[config.mk]
export PLATFORM = sky130hd
export DESIGN_NAME = cise_core
export DESIGN_NICKNAME = d
export VERILOG_FILES = /design/src/hw/cise_pkg.sv /design/src/hw/cise_dec_if.sv /design/src/hw/cise_decode.sv /design/src/hw/cise_core.sv
export VERILOG_INCLUDE_DIRS = /design/src /design/src/hw
export SDC_FILE = /design/constraint.sdc
export NUM_CORES = 1
export LEC_CHECK = 0
export BUFFER_PORTS_ARGS = -buffer_cell sky130_fd_sc_hd__buf_2
export CAP_MARGIN = 20
export CELL_PAD_IN_SITES_DETAIL_PLACEMENT = 1
export CELL_PAD_IN_SITES_GLOBAL_PLACEMENT = 2
export CORE_UTILIZATION = 34
export CTS_BUF_LIST = sky130_fd_sc_hd__clkbuf_2 sky130_fd_sc_hd__clkbuf_4 sky130_fd_sc_hd__clkbuf_8
export DETAILED_ROUTE_END_ITERATION = 6
export MAX_ROUTING_LAYER = met4
export PLACE_DENSITY_LB_ADDON = 0.05
export SKIP_CTS_REPAIR_TIMING = 1
export SLEW_MARGIN = 10
export SYNTH_ARGS = -nofsm -noshare
export SYNTH_HDL_FRONTEND = slang
export SYNTH_SLANG_ARGS = --single-unit
[constraint.sdc]
create_clock -name i_ref_clk -period 4.7 [get_ports i_ref_clk]
set_input_delay 0 -clock i_ref_clk [delete_from_list [all_inputs] [get_ports i_ref_clk]]
set_output_delay 0 -clock i_ref_clk [all_outputs]
set_load 0.03 [all_outputs]
[src/hw/cise_cfg.svh]
// Constants for the instruction subset execution block.
`ifndef CISE_CFG_SVH
`define CISE_CFG_SVH
// Opcode field layout (14-bit instruction word).
`define CISE_OP_W 14
`define CISE_F_W 7
`define CISE_PC_W 15
// Fixed encodings for opcodes without operands.
`define CISE_OPC_ACC_CALL 14'h000a
`define CISE_OPC_ACC_CLR 14'h0100
`define CISE_OPC_WDOG_CLR 14'h0064
// Masked encodings: upper bits select the operation.
`define CISE_MSK_BTSS 4'hb
`define CISE_MSK_CALL 3'h4
`define CISE_MSK_FILE_CLR 7'h03
`define CISE_MSK_FILE_CPL 6'h09
// Reset values.
`define CISE_PC_RST 15'h0000
`define CISE_ZERO8 8'h00
`define CISE_WDT_RST 16'h0000
`define CISE_PRE_RST 8'h00
`endif

[src/hw/cise_pkg.sv]
// Types shared by the instruction subset execution block.
package cise_pkg;
  // Decoded operation class.
  typedef enum logic [3:0] {
    CISE_OP_NOP = 4'h0,
    CISE_OP_BTSS = 4'h1,
    CISE_OP_CALL = 4'h2,
    CISE_OP_ACC_CALL = 4'h3,
    CISE_OP_FILE_CLR = 4'h4,
    CISE_OP_ACC_CLR = 4'h5,
    CISE_OP_WDOG_CLR = 4'h6,
    CISE_OP_FILE_CPL = 4'h7
  } cise_op_t;
  // Execution sequencer state.
  typedef enum logic [1:0] {
    CISE_ST_RUN = 2'b00,
    CISE_ST_FLUSH = 2'b01
  } cise_state_t;
endpackage

[src/hw/cise_dec_if.sv]
// Interface carrying a decoded instruction from decoder to executor.
interface cise_dec_if;
  import cise_pkg::*;
  cise_op_t op;
  logic [6:0] faddr;
  logic [2:0] bsel;
  logic dsel;
  logic [10:0] kimm;
  modport dec (output op, output faddr, output bsel, output dsel, output kimm);
  modport exe (input op, input faddr, input bsel, input dsel, input kimm);
endinterface

[src/hw/cise_decode.sv]
// Combinational decoder of the supported instruction subset.
`include "cise_cfg.svh"
module cise_decode (
  // Instruction word.
  input wire logic [13:0] i_instr,
  // Decoded fields.
  cise_dec_if.dec dec
);
  import cise_pkg::*;

  // --------------------------------------------------------------
  // Opcode match
  // --------------------------------------------------------------
  // Exact opcodes are tested first so masked classes cannot shadow them.
  always_comb begin
    dec.faddr = i_instr[6:0];
    dec.bsel = i_instr[9:7];
    dec.dsel = i_instr[7];
    dec.kimm = i_instr[10:0];
    if (i_instr == `CISE_OPC_ACC_CALL) begin
      dec.op = CISE_OP_ACC_CALL;
    end else if (i_instr == `CISE_OPC_WDOG_CLR) begin
      dec.op = CISE_OP_WDOG_CLR;
    end else if (i_instr[13:2] == 12'(`CISE_OPC_ACC_CLR >> 2)) begin
      // Low two bits of this opcode are don't-care.
      dec.op = CISE_OP_ACC_CLR;
    end else if (i_instr[13:10] == `CISE_MSK_BTSS) begin
      dec.op = CISE_OP_BTSS;
    end else if (i_instr[13:11] == `CISE_MSK_CALL) begin
      dec.op = CISE_OP_CALL;
    end else if (i_instr[13:7] == `CISE_MSK_FILE_CLR) begin
      dec.op = CISE_OP_FILE_CLR;
    end else if (i_instr[13:8] == `CISE_MSK_FILE_CPL) begin
      dec.op = CISE_OP_FILE_CPL;
    end else begin
      // Anything outside the subset executes as a no-operation here.
      dec.op = CISE_OP_NOP;
    end
  end
endmodule

[src/hw/cise_core.sv]
// Execution unit for a subset of an 8-bit core's instructions.
`include "cise_cfg.svh"
module cise_core (
  // Clock and reset.
  input wire logic i_ref_clk,
  input wire logic i_rst_n,
  // Instruction stream.
  input wire logic i_instr_valid,
  input wire logic [13:0] i_instr,
  // File register read port (value at i_instr's address).
  input wire logic [7:0] i_file_rdata,
  // Program counter latch high register value.
  input wire logic [6:0] i_program_counter_latch_high,
  // Watchdog tick from the prescaler input clock enable.
  input wire logic i_wdt_tick,
  // Program counter and stack push.
  output logic [14:0] o_program_counter,
  output logic o_stack_push,
  output logic [14:0] o_return_stack_top,
  // File register write port.
  output logic o_file_we,
  output logic [6:0] o_file_addr,
  output logic [7:0] o_file_wdata,
  // Accumulator and status.
  output logic [7:0] o_accumulator,
  output logic o_zero_flag,
  output logic o_timeout_flag_n,
  output logic o_powerdown_flag_n,
  output logic [15:0] o_watchdog_counter,
  // Cycle in which a discarded word is replaced by a no-operation.
  output logic o_busy
);
  import cise_pkg::*;

  // --------------------------------------------------------------
  // Decode
  // --------------------------------------------------------------
  cise_dec_if dec_if ();  // Decoded fields of the current word.

  cise_decode u_decode (
    .i_instr(i_instr),
    .dec(dec_if.dec)
  );

  cise_state_t state_r;  // Run or flush of the discarded word.
  logic [14:0] pc_r;  // Program counter.
  logic [7:0] acc_r;  // Working accumulator.
  logic zero_r;  // Zero flag.
  logic to_n_r;  // Active-low timeout flag.
  logic pwrdn_n_r;  // Active-low power-down flag.
  logic [15:0] wdt_r;  // Watchdog counter.
  logic [7:0] pre_r;  // Watchdog prescaler.
  logic exec;  // A word is taken and executes this cycle.
  logic [7:0] comp;  // Complemented file value.

  // Words arriving during a flush cycle are the discarded ones.
  assign exec = i_instr_valid && (state_r == CISE_ST_RUN);
  assign comp = ~i_file_rdata;

  // --------------------------------------------------------------
  // Sequencer
  // --------------------------------------------------------------
  // Two-cycle instructions spend their second cycle in flush, during
  // which the fetched word is dropped and nothing executes.
  always_ff @(posedge i_ref_clk) begin
    if (!i_rst_n) begin
      state_r <= CISE_ST_RUN;
    end else begin
      case (state_r)
        CISE_ST_RUN: begin
          if (exec) begin
            if (dec_if.op == CISE_OP_BTSS && i_file_rdata[dec_if.bsel]) begin
              state_r <= CISE_ST_FLUSH;
            end else if (dec_if.op == CISE_OP_CALL || dec_if.op == CISE_OP_ACC_CALL) begin
              state_r <= CISE_ST_FLUSH;
            end
          end
        end
        CISE_ST_FLUSH: begin
          // The flush occupies exactly one valid word slot.
          if (i_instr_valid) begin
            state_r <= CISE_ST_RUN;
          end
        end
        default: begin
          state_r <= CISE_ST_RUN;
        end
      endcase
    end
  end

  // --------------------------------------------------------------
  // Program counter and stack push
  // --------------------------------------------------------------
  always_ff @(posedge i_ref_clk) begin
    if (!i_rst_n) begin
      pc_r <= `CISE_PC_RST;
      o_stack_push <= 1'b0;
      o_return_stack_top <= `CISE_PC_RST;
    end else begin
      o_stack_push <= 1'b0;
      if (exec && dec_if.op == CISE_OP_CALL) begin
        o_stack_push <= 1'b1;
        o_return_stack_top <= pc_r + 15'h0001;
        pc_r <= {i_program_counter_latch_high[6:3], dec_if.kimm};
      end else if (exec && dec_if.op == CISE_OP_ACC_CALL) begin
        o_stack_push <= 1'b1;
        o_return_stack_top <= pc_r + 15'h0001;
        pc_r <= {i_program_counter_latch_high, acc_r};
      end else if (i_instr_valid) begin
        // Normal words and flushed no-operations both advance by one.
        pc_r <= pc_r + 15'h0001;
      end
    end
  end

  // --------------------------------------------------------------
  // File register write port
  // --------------------------------------------------------------
  always_ff @(posedge i_ref_clk) begin
    if (!i_rst_n) begin
      o_file_we <= 1'b0;
      o_file_addr <= 7'h00;
      o_file_wdata <= `CISE_ZERO8;
    end else begin
      o_file_we <= 1'b0;
      o_file_addr <= dec_if.faddr;
      if (exec && dec_if.op == CISE_OP_FILE_CLR) begin
        o_file_we <= 1'b1;
        o_file_wdata <= `CISE_ZERO8;
      end else if (exec && dec_if.op == CISE_OP_FILE_CPL && dec_if.dsel) begin
        o_file_we <= 1'b1;
        o_file_wdata <= comp;
      end
    end
  end

  // --------------------------------------------------------------
  // Accumulator and zero flag
  // --------------------------------------------------------------
  // Skip and both calls fall through every branch, so flags hold.
  always_ff @(posedge i_ref_clk) begin
    if (!i_rst_n) begin
      acc_r <= `CISE_ZERO8;
      zero_r <= 1'b0;
    end else if (exec) begin
      case (dec_if.op)
        CISE_OP_FILE_CLR: begin
          zero_r <= 1'b1;
        end
        CISE_OP_ACC_CLR: begin
          acc_r <= `CISE_ZERO8;
          zero_r <= 1'b1;
        end
        CISE_OP_FILE_CPL: begin
          if (!dec_if.dsel) begin
            acc_r <= comp;
          end
          zero_r <= (comp == `CISE_ZERO8);
        end
        default: begin
          zero_r <= zero_r;
        end
      endcase
    end
  end

  // --------------------------------------------------------------
  // Watchdog and its flags
  // --------------------------------------------------------------
  // The prescaler wraps into the counter; a clear wins over a tick.
  always_ff @(posedge i_ref_clk) begin
    if (!i_rst_n) begin
      wdt_r <= `CISE_WDT_RST;
      pre_r <= `CISE_PRE_RST;
      to_n_r <= 1'b1;
      pwrdn_n_r <= 1'b1;
    end else if (exec && dec_if.op == CISE_OP_WDOG_CLR) begin
      wdt_r <= `CISE_WDT_RST;
      pre_r <= `CISE_PRE_RST;
      to_n_r <= 1'b1;
      pwrdn_n_r <= 1'b1;
    end else if (i_wdt_tick) begin
      pre_r <= pre_r + 8'h01;
      if (pre_r == 8'hff) begin
        wdt_r <= wdt_r + 16'h0001;
        // Counter overflow marks a timeout; the flag stays until cleared.
        if (wdt_r == 16'hffff) begin
          to_n_r <= 1'b0;
        end
      end
    end
  end

  // --------------------------------------------------------------
  // Outputs
  // --------------------------------------------------------------
  assign o_program_counter = pc_r;
  assign o_accumulator = acc_r;
  assign o_zero_flag = zero_r;
  assign o_timeout_flag_n = to_n_r;
  assign o_powerdown_flag_n = pwrdn_n_r;
  assign o_watchdog_counter = wdt_r;
  assign o_busy = (state_r == CISE_ST_FLUSH);
endmodule

==> qor.txt, run 1 <==
final-report max-slew violation count -> 0
Flop pwr share -> 49.1%
Seq cells post-synth -> 82
Combinational Power Share -> 10.9%
GRT overflow -> 0
Port Buf Inserts -> 106
antenna-violating nets left -> 0
WS Path Type -> in2reg
Post-synth top flop -> dfxtp_1
gr usage total -> 21.6%
ant diodes -> 0
Pint -> 1.08 mW
worst slew pin tran -> 0.999 ns
drt total wl -> 12.2 mm
pin count of the biggest net entering global routing -> 31
Pre-antenna DRT Iters -> 4
Die Area -> 12000 um^2
WP data required -> 4.93 ns
min-delay worst type -> in2reg
Synth async-reset ratio -> 0%
Placed Instances -> 666
hold slack -> -0.0256 ns
root buffer cell -> clkbuf_8
CTS buffer count -> 9
Clock Power Share -> 40.1%
clock sinks -> 82
Synth Area in XOR/XNOR -> 7.59%
failing checks -> hold timing
max-cap viol count -> 0
vias in the first global route -> 3588
initial antenna violation count -> 0
YS warnings -> 0
Cell Area, Synth -> 3930 um^2
VDD IR max -> 0.000123 V
Slew HR -> 33.4%
minimum clock period -> 2.59 ns
Arrival @ worst endpoint -> 2.82 ns
syn_area_per_cell -> 8.82 um^2
largest fanout on the critical path -> 11
cells after synthesis -> 445
DRC errors left -> 0
Placer Congestion -> 0.875
Net Sw Power -> 0.387 mW
clk buf depth -> 2
synthesized net count -> 481
Worst-path clk slew -> 0.09 ns
Static Leak -> 2.01 nW
Die Y -> 109 um
DP Wirelength -> 8.54 mm
post-synthesis mux area share -> 3.98%
final setup TNS -> 0 ns
Vias -> 3778
DIE WIDTH -> 109 um
fin nets -> 593
status -> complete, but fails checks
wire length per cell -> 17.3 um
RSZ-0062 raised after global routing -> no
compound-gate portion of the synthesized area -> 14.9%
CTS tree -> yes
Tcrit/Tclk final -> 55.1%
Setup crit start kind -> input pin
Initial Util -> 35.6%
first-pass GRT wire length -> 19.0 mm
fin cells -> 702
I/O pin count -> 108
synthesized-area fraction occupied by adder cells -> 0.956%
DR iter-0 viols -> 192
Netlist cell types -> 53
synth-to-layout area growth -> 26.5%
Overall Power -> 1.47 mW
switch share -> 26.3%
num rows -> 38
Max Freq -> 386 MHz
main combinational cell family by area after synthesis -> simple AND/OR/NAND/NOR gates
Final Hold Fails -> 1
Post-synth EDFFs -> 0
clock skew -> 0.0109 ns
Power Density -> 296 nW/um^2
core area -> 11000 um^2
via/cell ratio -> 5.38
CTS HTree Levels -> 3
Seq/Total Area, Yosys -> 41.8%
fraction of layout cells with a size suffix above 1 -> 24.7%
clk_lat worst skew -> 0.37 ns
Synth Area in Simple Gates -> 27.0%
Final setup viols -> 0
crit path capture type -> register
[power by group through the flow]
| stage | Clock (mW) | Sequential [mW] | Combinational, mW |
|---|---|---|---|
| after CTS | 0.610 | 0.721 | 0.148 |
| after detailed placement | 0 | 0.737 | 0.147 |
| final | 0.588 | 0.721 | 0.160 |
| after global routing | 0.642 | 0.723 | 0.173 |
| after floorplan | 0 | 0.759 | 0.0687 |
| after global placement | 0 | 0.737 | 0.146 |
[cells in the final DEF (no fill, tap or decap), drive strengths merged, types with 7 or more instances in the layout]
master / count
nand2b: 12
nand4: 20
buf: 110
o221ai: 9
dlygate4sd3: 20
nor2: 66
a41oi: 8
nand2: 25
mux2i: 10
o21ai: 7
or3: 8
nand3: 16
xor2: 19
nor3: 18
dfxtp: 82
a2111oi: 8
and2: 12
xnor2: 15
clkbuf: 10
o21a: 9
a21oi: 12
[cell families (layout without fill, tap and decap cells)]
logic type | Yosys count | count (layout)
AOI/OAI and AO/OA | 73 | 73
xor gates and xnor gates | 34 | 34
adders and majority gates | 3 | 3
buffers and inverters | 34 | 151
DFF | 82 | 82
muxes | 13 | 13
other | 1 | 1
and+or+nand+nor | 205 | 205
[path summary, 6_finish.rpt]
check	endpoint	startpoint	slack [ns]	cells past startpoint
setup / recovery	o_file_wdata[7]	i_instr[5]	2.11	7
hold / removal	o_program_counter[13]	i_program_counter_latch_high[5]	-0.03	3
setup reg to reg	o_file_wdata[7]	state_r[0]	2.50	4
hold reg to reg	o_return_stack_top[1]	o_return_stack_top[1]	0.46	2
[critical path, stage by stage]
cell and delay, ns:
dlygate4sd3_1 0.54, buf_2 0.16, nor3_1 0.39, nand4b_1 0.26, a31oi_1 0.78, and4_1 0.51, a2111oi_0 0.16
[state kept, by name (all words and copies together), names as in the netlist, 7 cells and up]
| register | cells |
|---|---|
| o_watchdog_counter | 16 |
| o_program_counter | 15 |
| o_return_stack_top | 15 |
| o_accumulator | 8 |
| o_file_wdata | 8 |
| pre_r | 8 |
| o_file_addr | 7 |
[stage by stage]
step / utilization [%] / area (um^2) / worst slack [ns]
6_report: 45.0 / 4960 / 2.11
2_1_floorplan: - / 3930 / 2.89
3_5_place_dp: 41.1 / 4540 / 2.26
5_1_grt: 45.0 / 4960 / 1.85
4_1_cts: 43.2 / 4760 / 2.57
3_3_place_gp: 41.1 / 4540 / 2.34
[synth_stat cells (all sizes together), types with 3 or more instances]
master / instances / share of area [%]
dfxtp: 82 / 42
nor2: 66 / 6.3
nand2: 25 / 2.4
clkbuf: 22 / 2.1
nand4: 20 / 3.2
xor2: 19 / 4.2
nor3: 18 / 2.3
nand3: 16 / 2.0
xnor2: 15 / 3.3
a21oi: 12 / 1.5
and2: 12 / 1.9
nand2b: 12 / 1.9
mux2i: 10 / 2.6
o21a: 9 / 1.7
o221ai: 9 / 2.0
a2111oi: 8 / 1.8
a41oi: 8 / 1.8
or3: 8 / 1.3
buf: 7 / 1.1
o21ai: 7 / 0.89
and3: 6 / 0.96
and4: 6 / 1.3
inv: 5 / 0.48
a31oi: 4 / 0.64
nand3b: 4 / 0.77
o31ai: 4 / 1.1
a211oi: 3 / 0.89
ha: 3 / 0.96
o211ai: 3 / 0.70
[cell type report]
| cell class | instances | area (um^2) |
|---|---|---|
| multi-input cells | 329 | 2140 |
| fillers | 1326 | 6070 |
| clock buffers | 10 | 138 |
| repair buffers | 130 | 761 |
| flip-flops and latches | 82 | 1640 |
| clock inverters | 6 | 90.1 |
| well taps | 140 | 175 |
| inverters | 5 | 18.8 |
[metal layers]
metal,wire length (um),GRT usage [%]
met5,0,-
met4,162,8.95
met3,532,3.62
met2,5650,32.7
met1,5810,28.4
No activity file was read; power rests on OpenSTA's default activity.
==> inputs of run 2 (changes only) <==
--- a/config.mk
+++ b/config.mk
@@ -6,11 +6,12 @@
 export SDC_FILE = /design/constraint.sdc
 export NUM_CORES = 1
 export LEC_CHECK = 0
+export ABC_AREA = 1
 export BUFFER_PORTS_ARGS = -buffer_cell sky130_fd_sc_hd__buf_2
 export CAP_MARGIN = 20
 export CELL_PAD_IN_SITES_DETAIL_PLACEMENT = 1
 export CELL_PAD_IN_SITES_GLOBAL_PLACEMENT = 2
-export CORE_UTILIZATION = 34
+export CORE_UTILIZATION = 27
 export CTS_BUF_LIST = sky130_fd_sc_hd__clkbuf_2 sky130_fd_sc_hd__clkbuf_4 sky130_fd_sc_hd__clkbuf_8
 export DETAILED_ROUTE_END_ITERATION = 6
 export MAX_ROUTING_LAYER = met4
==> constraint.sdc (replaced) <==
create_clock -name i_ref_clk -period 2.3 [get_ports i_ref_clk]
set_input_delay 0 -clock i_ref_clk [delete_from_list [all_inputs] [get_ports i_ref_clk]]
set_output_delay 0 -clock i_ref_clk [all_outputs]
set_load 0.03 [all_outputs]
==> qor.txt, run 2 <==
status -> complete, but fails checks
failing checks -> hold timing
first-pass GRT wire length -> 22.7 mm (+20%)
ant diodes -> 0 (unchanged)
Placed Instances -> 880 (+32%)
DP Wirelength -> 11.0 mm (+28%)
DR iter-0 viols -> 223 (+16%)
Crit. path cell count -> 7 (unchanged)
fraction of layout cells with a size suffix above 1 -> 21.6% (-3.1 points)
Placer Congestion -> 0.788 (-9.9%)
RSZ-0062 raised after global routing -> no
final-report max-slew violation count -> 0 (unchanged)
Final Hold Fails -> 2 (+1)
Tcrit/Tclk final -> 80.5%
worst reg-to-reg path cell count -> 7 (+3)
worst slew pin tran -> 0.536 ns (-0.463 ns)
CP delay by family, top -> simple AND/OR/NAND/NOR gates
via/cell ratio -> 4.71 (-13%)
hold slack -> -0.0130 ns (+0.0125 ns)
Post-synth EDFFs -> 0 (unchanged)
Power Density -> 578 nW/um^2 (+95%)
WHS Path Cells -> 5 (+2)
gr usage total -> 18.8% (-2.7 points)
Initial Util -> 27.7% (-7.9 points)
Slew HR -> 64.3% (+31 points)
Flop pwr share -> 48.3% (-0.8 points)
root buffer cell -> clkbuf_8
I/O pin count -> 108 (unchanged)
R2R Path Start -> state_r[0]
drt total wl -> 14.1 mm (+16%)
fin cells -> 910 (+30%)
Arrival @ worst endpoint -> 2.15 ns (-0.67 ns)
YS warnings -> 0 (unchanged)
crit path capture type -> register
min-delay src -> i_program_counter_latch_high[5]
most frequent cells in the layout -> 146 x nand2_1, 106 x buf_2, 82 x dfxtp_1, 73 x nor2_1, 54 x inv_1
DRC errors left -> 0 (unchanged)
Pre-antenna DRT Iters -> 4 (unchanged)
fin nets -> 754 (+27%)
num rows -> 45 (+18%)
Synth async-reset ratio -> 0% (unchanged)
clock sinks -> 82 (unchanged)
vias in the first global route -> 4344 (+21%)
Vias -> 4284 (+13%)
max-cap viol count -> 0 (unchanged)
final setup TNS -> 0 ns (unchanged)
clock skew -> 0.0171 ns (+0.00621 ns)
Worst Hold End -> o_program_counter[13]
Seq/Total Area, Yosys -> 38.9% (-2.9 points)
Seq cells post-synth -> 82 (unchanged)
core area -> 15200 um^2 (+38%)
wire length per cell -> 15.5 um (-11%)
Final Cell Area -> 5270 um^2 (+6.1%)
Synth top cells by count -> 146 x nand2_1, 82 x dfxtp_1, 73 x nor2_1, 54 x inv_1, 53 x a21oi_1
largest fanout on the critical path -> 23 (+12)
Pint -> 2.25 mW (+110%)
Worst-path clk slew -> 0.09 ns (about the same)
Post-synth top flop -> dfxtp_1
Static Leak -> 2.37 nW (+18%)
minimum clock period -> 1.85 ns
slowest stage delay, CP -> 0.39 ns (-0.39 ns)
Clock Power Share -> 40.7% (+0.6 points)
Port Buf Inserts -> 106 (unchanged)
most common cell after layout, fill and taps aside -> nand2_1
r2r endpoint -> o_return_stack_top[5]
synth-to-layout area growth -> 24.9%
Max Freq -> 540 MHz
clk_lat worst skew -> 0.37 ns (about the same)
WP data required -> 2.60 ns (-2.33 ns)
Yosys top cell by area -> dfxtp_1
Worst Path Buf+Inv -> 2 (unchanged)
antenna-violating nets left -> 0 (unchanged)
most frequent cell after synthesis -> nand2_1
Placed Area -> 4890 um^2 (+7.8%)
Reg2Reg Setup Slack -> 0.45 ns (-2.05 ns)
Largest register FFs -> 16 (unchanged)
Layout Utilization -> 34.6% (-10 points)
Combinational Power Share -> 11.0% (about the same)
Cell Area, Synth -> 4220 um^2 (+7.4%)
VDD IR max -> 0.000223 V (+81%)
crit-path cells -> nor2_8 -> buf_4 -> nand3_4 -> nand2_4 -> buf_4 -> o21ai_1 -> a31oi_1
WS Path Type -> reg2reg
CTS HTree Levels -> 3 (unchanged)
cells after synthesis -> 600 (+35%)
pin count of the biggest net entering global routing -> 27 (-13%)
GRT overflow -> 0 (unchanged)
Netlist cell types -> 43 (-19%)
synth top area cells -> dfxtp_1 39%, nand2_1 13%, nor2_1 6.5%, a21oi_1 6.3%, nand3_1 5.6%
Die Y -> 127 um (+16%)
Die Area -> 16100 um^2 (+35%)
min-delay worst type -> in2reg
clk buf depth -> 2 (unchanged)
Fillers -> 1957 (+48%)
synthesized net count -> 636 (+32%)
share of Yosys cell area claimed by the top area cell type -> 38.9% (-2.9 points)
DIE WIDTH -> 127 um (+16%)
syn_area_per_cell -> 7.03 um^2 (-20%)
CTS buffer count -> 9 (unchanged)
CTS tree -> yes
CP max stage cell -> dfxtp_1
Net Sw Power -> 0.794 mW (+110%)
initial antenna violation count -> 0 (unchanged)
switch share -> 26.1% (-0.24 points)
Final setup viols -> 0 (unchanged)
most frequent CP cell -> buf_4
Setup crit start kind -> register
Overall Power -> 3.04 mW (+110%)
-- run 2: layout make-up --
class	instances	area, um^2	share of cell area [%]
Multi-Input combinational cell	439	2220	42.1
Sequential cell	82	1640	31.2
Timing Repair Buffer	127	726	13.8
Tap cell	188	235	4.47
Inverter	59	221	4.21
Clock buffer	13	166	3.16
Clock inverter	2	60.1	1.14
-- run 2: power groups by stage --
stage,Clock [mW],Sequential [mW],Combinational (mW)
5_1_grt,1.33,1.48,0.368
2_1_floorplan,0,1.55,0.149
3_3_place_gp,0,1.50,0.316
3_5_place_dp,0,1.50,0.319
4_1_cts,1.28,1.47,0.320
6_report,1.24,1.47,0.334
-- run 2: worst max-delay path by stage --
stage | from | endpoint | slack [ns]
floorplan | o_program_counter[0] | o_program_counter[6] | 0.55
global placement | i_instr_valid | o_program_counter[13] | 0.43
detailed placement | i_instr_valid | o_program_counter[13] | 0.30
CTS | state_r[0] | o_program_counter[13] | 0.40
global route | pre_r[0] | o_timeout_flag_n | 0.27
finish | state_r[0] | o_return_stack_top[5] | 0.45
-- run 2: cells by family (layout without fill, tap and decap cells) --
logic type,after synthesis,count (layout),share of synthesized area [%]
AOI/OAI and AO/OA,92,92,11.9
xor gates and xnor gates,21,21,4.36
adders and majority gates,3,3,0.891
buffers and inverters,79,201,8.49
DFF,82,82,38.9
muxes,1,1,0.237
other,1,1,0.0890
and+or+nand+nor,321,321,35.1
-- run 2: tightest hold or removal path, stage by stage --
cell and delay, ns:
buf_2 0.09, inv_1 0.04, a21oi_1 0.06, nand2_1 0.06
a21oi_1 0.06
-- run 2: per-stage QoR --
stage / setup slack (ns) / hold WS (ns)
after floorplan: 0.554 / 0.0935
after global placement: 0.432 / 0.242
after detailed placement: 0.303 / 0.243
after CTS: 0.402 / -0.149
after global routing: 0.269 / 0.00168
final: 0.448 / -0.0130
-- run 2: routing by layer --
metal,up-vias,track usage (%),part of all wire (%)
met4,0,6.72,1.5
met5,-,-,0
li1,2177,-,-
met1,2036,24.3,49
met2,59,30.3,47
met3,12,2.40,2.2
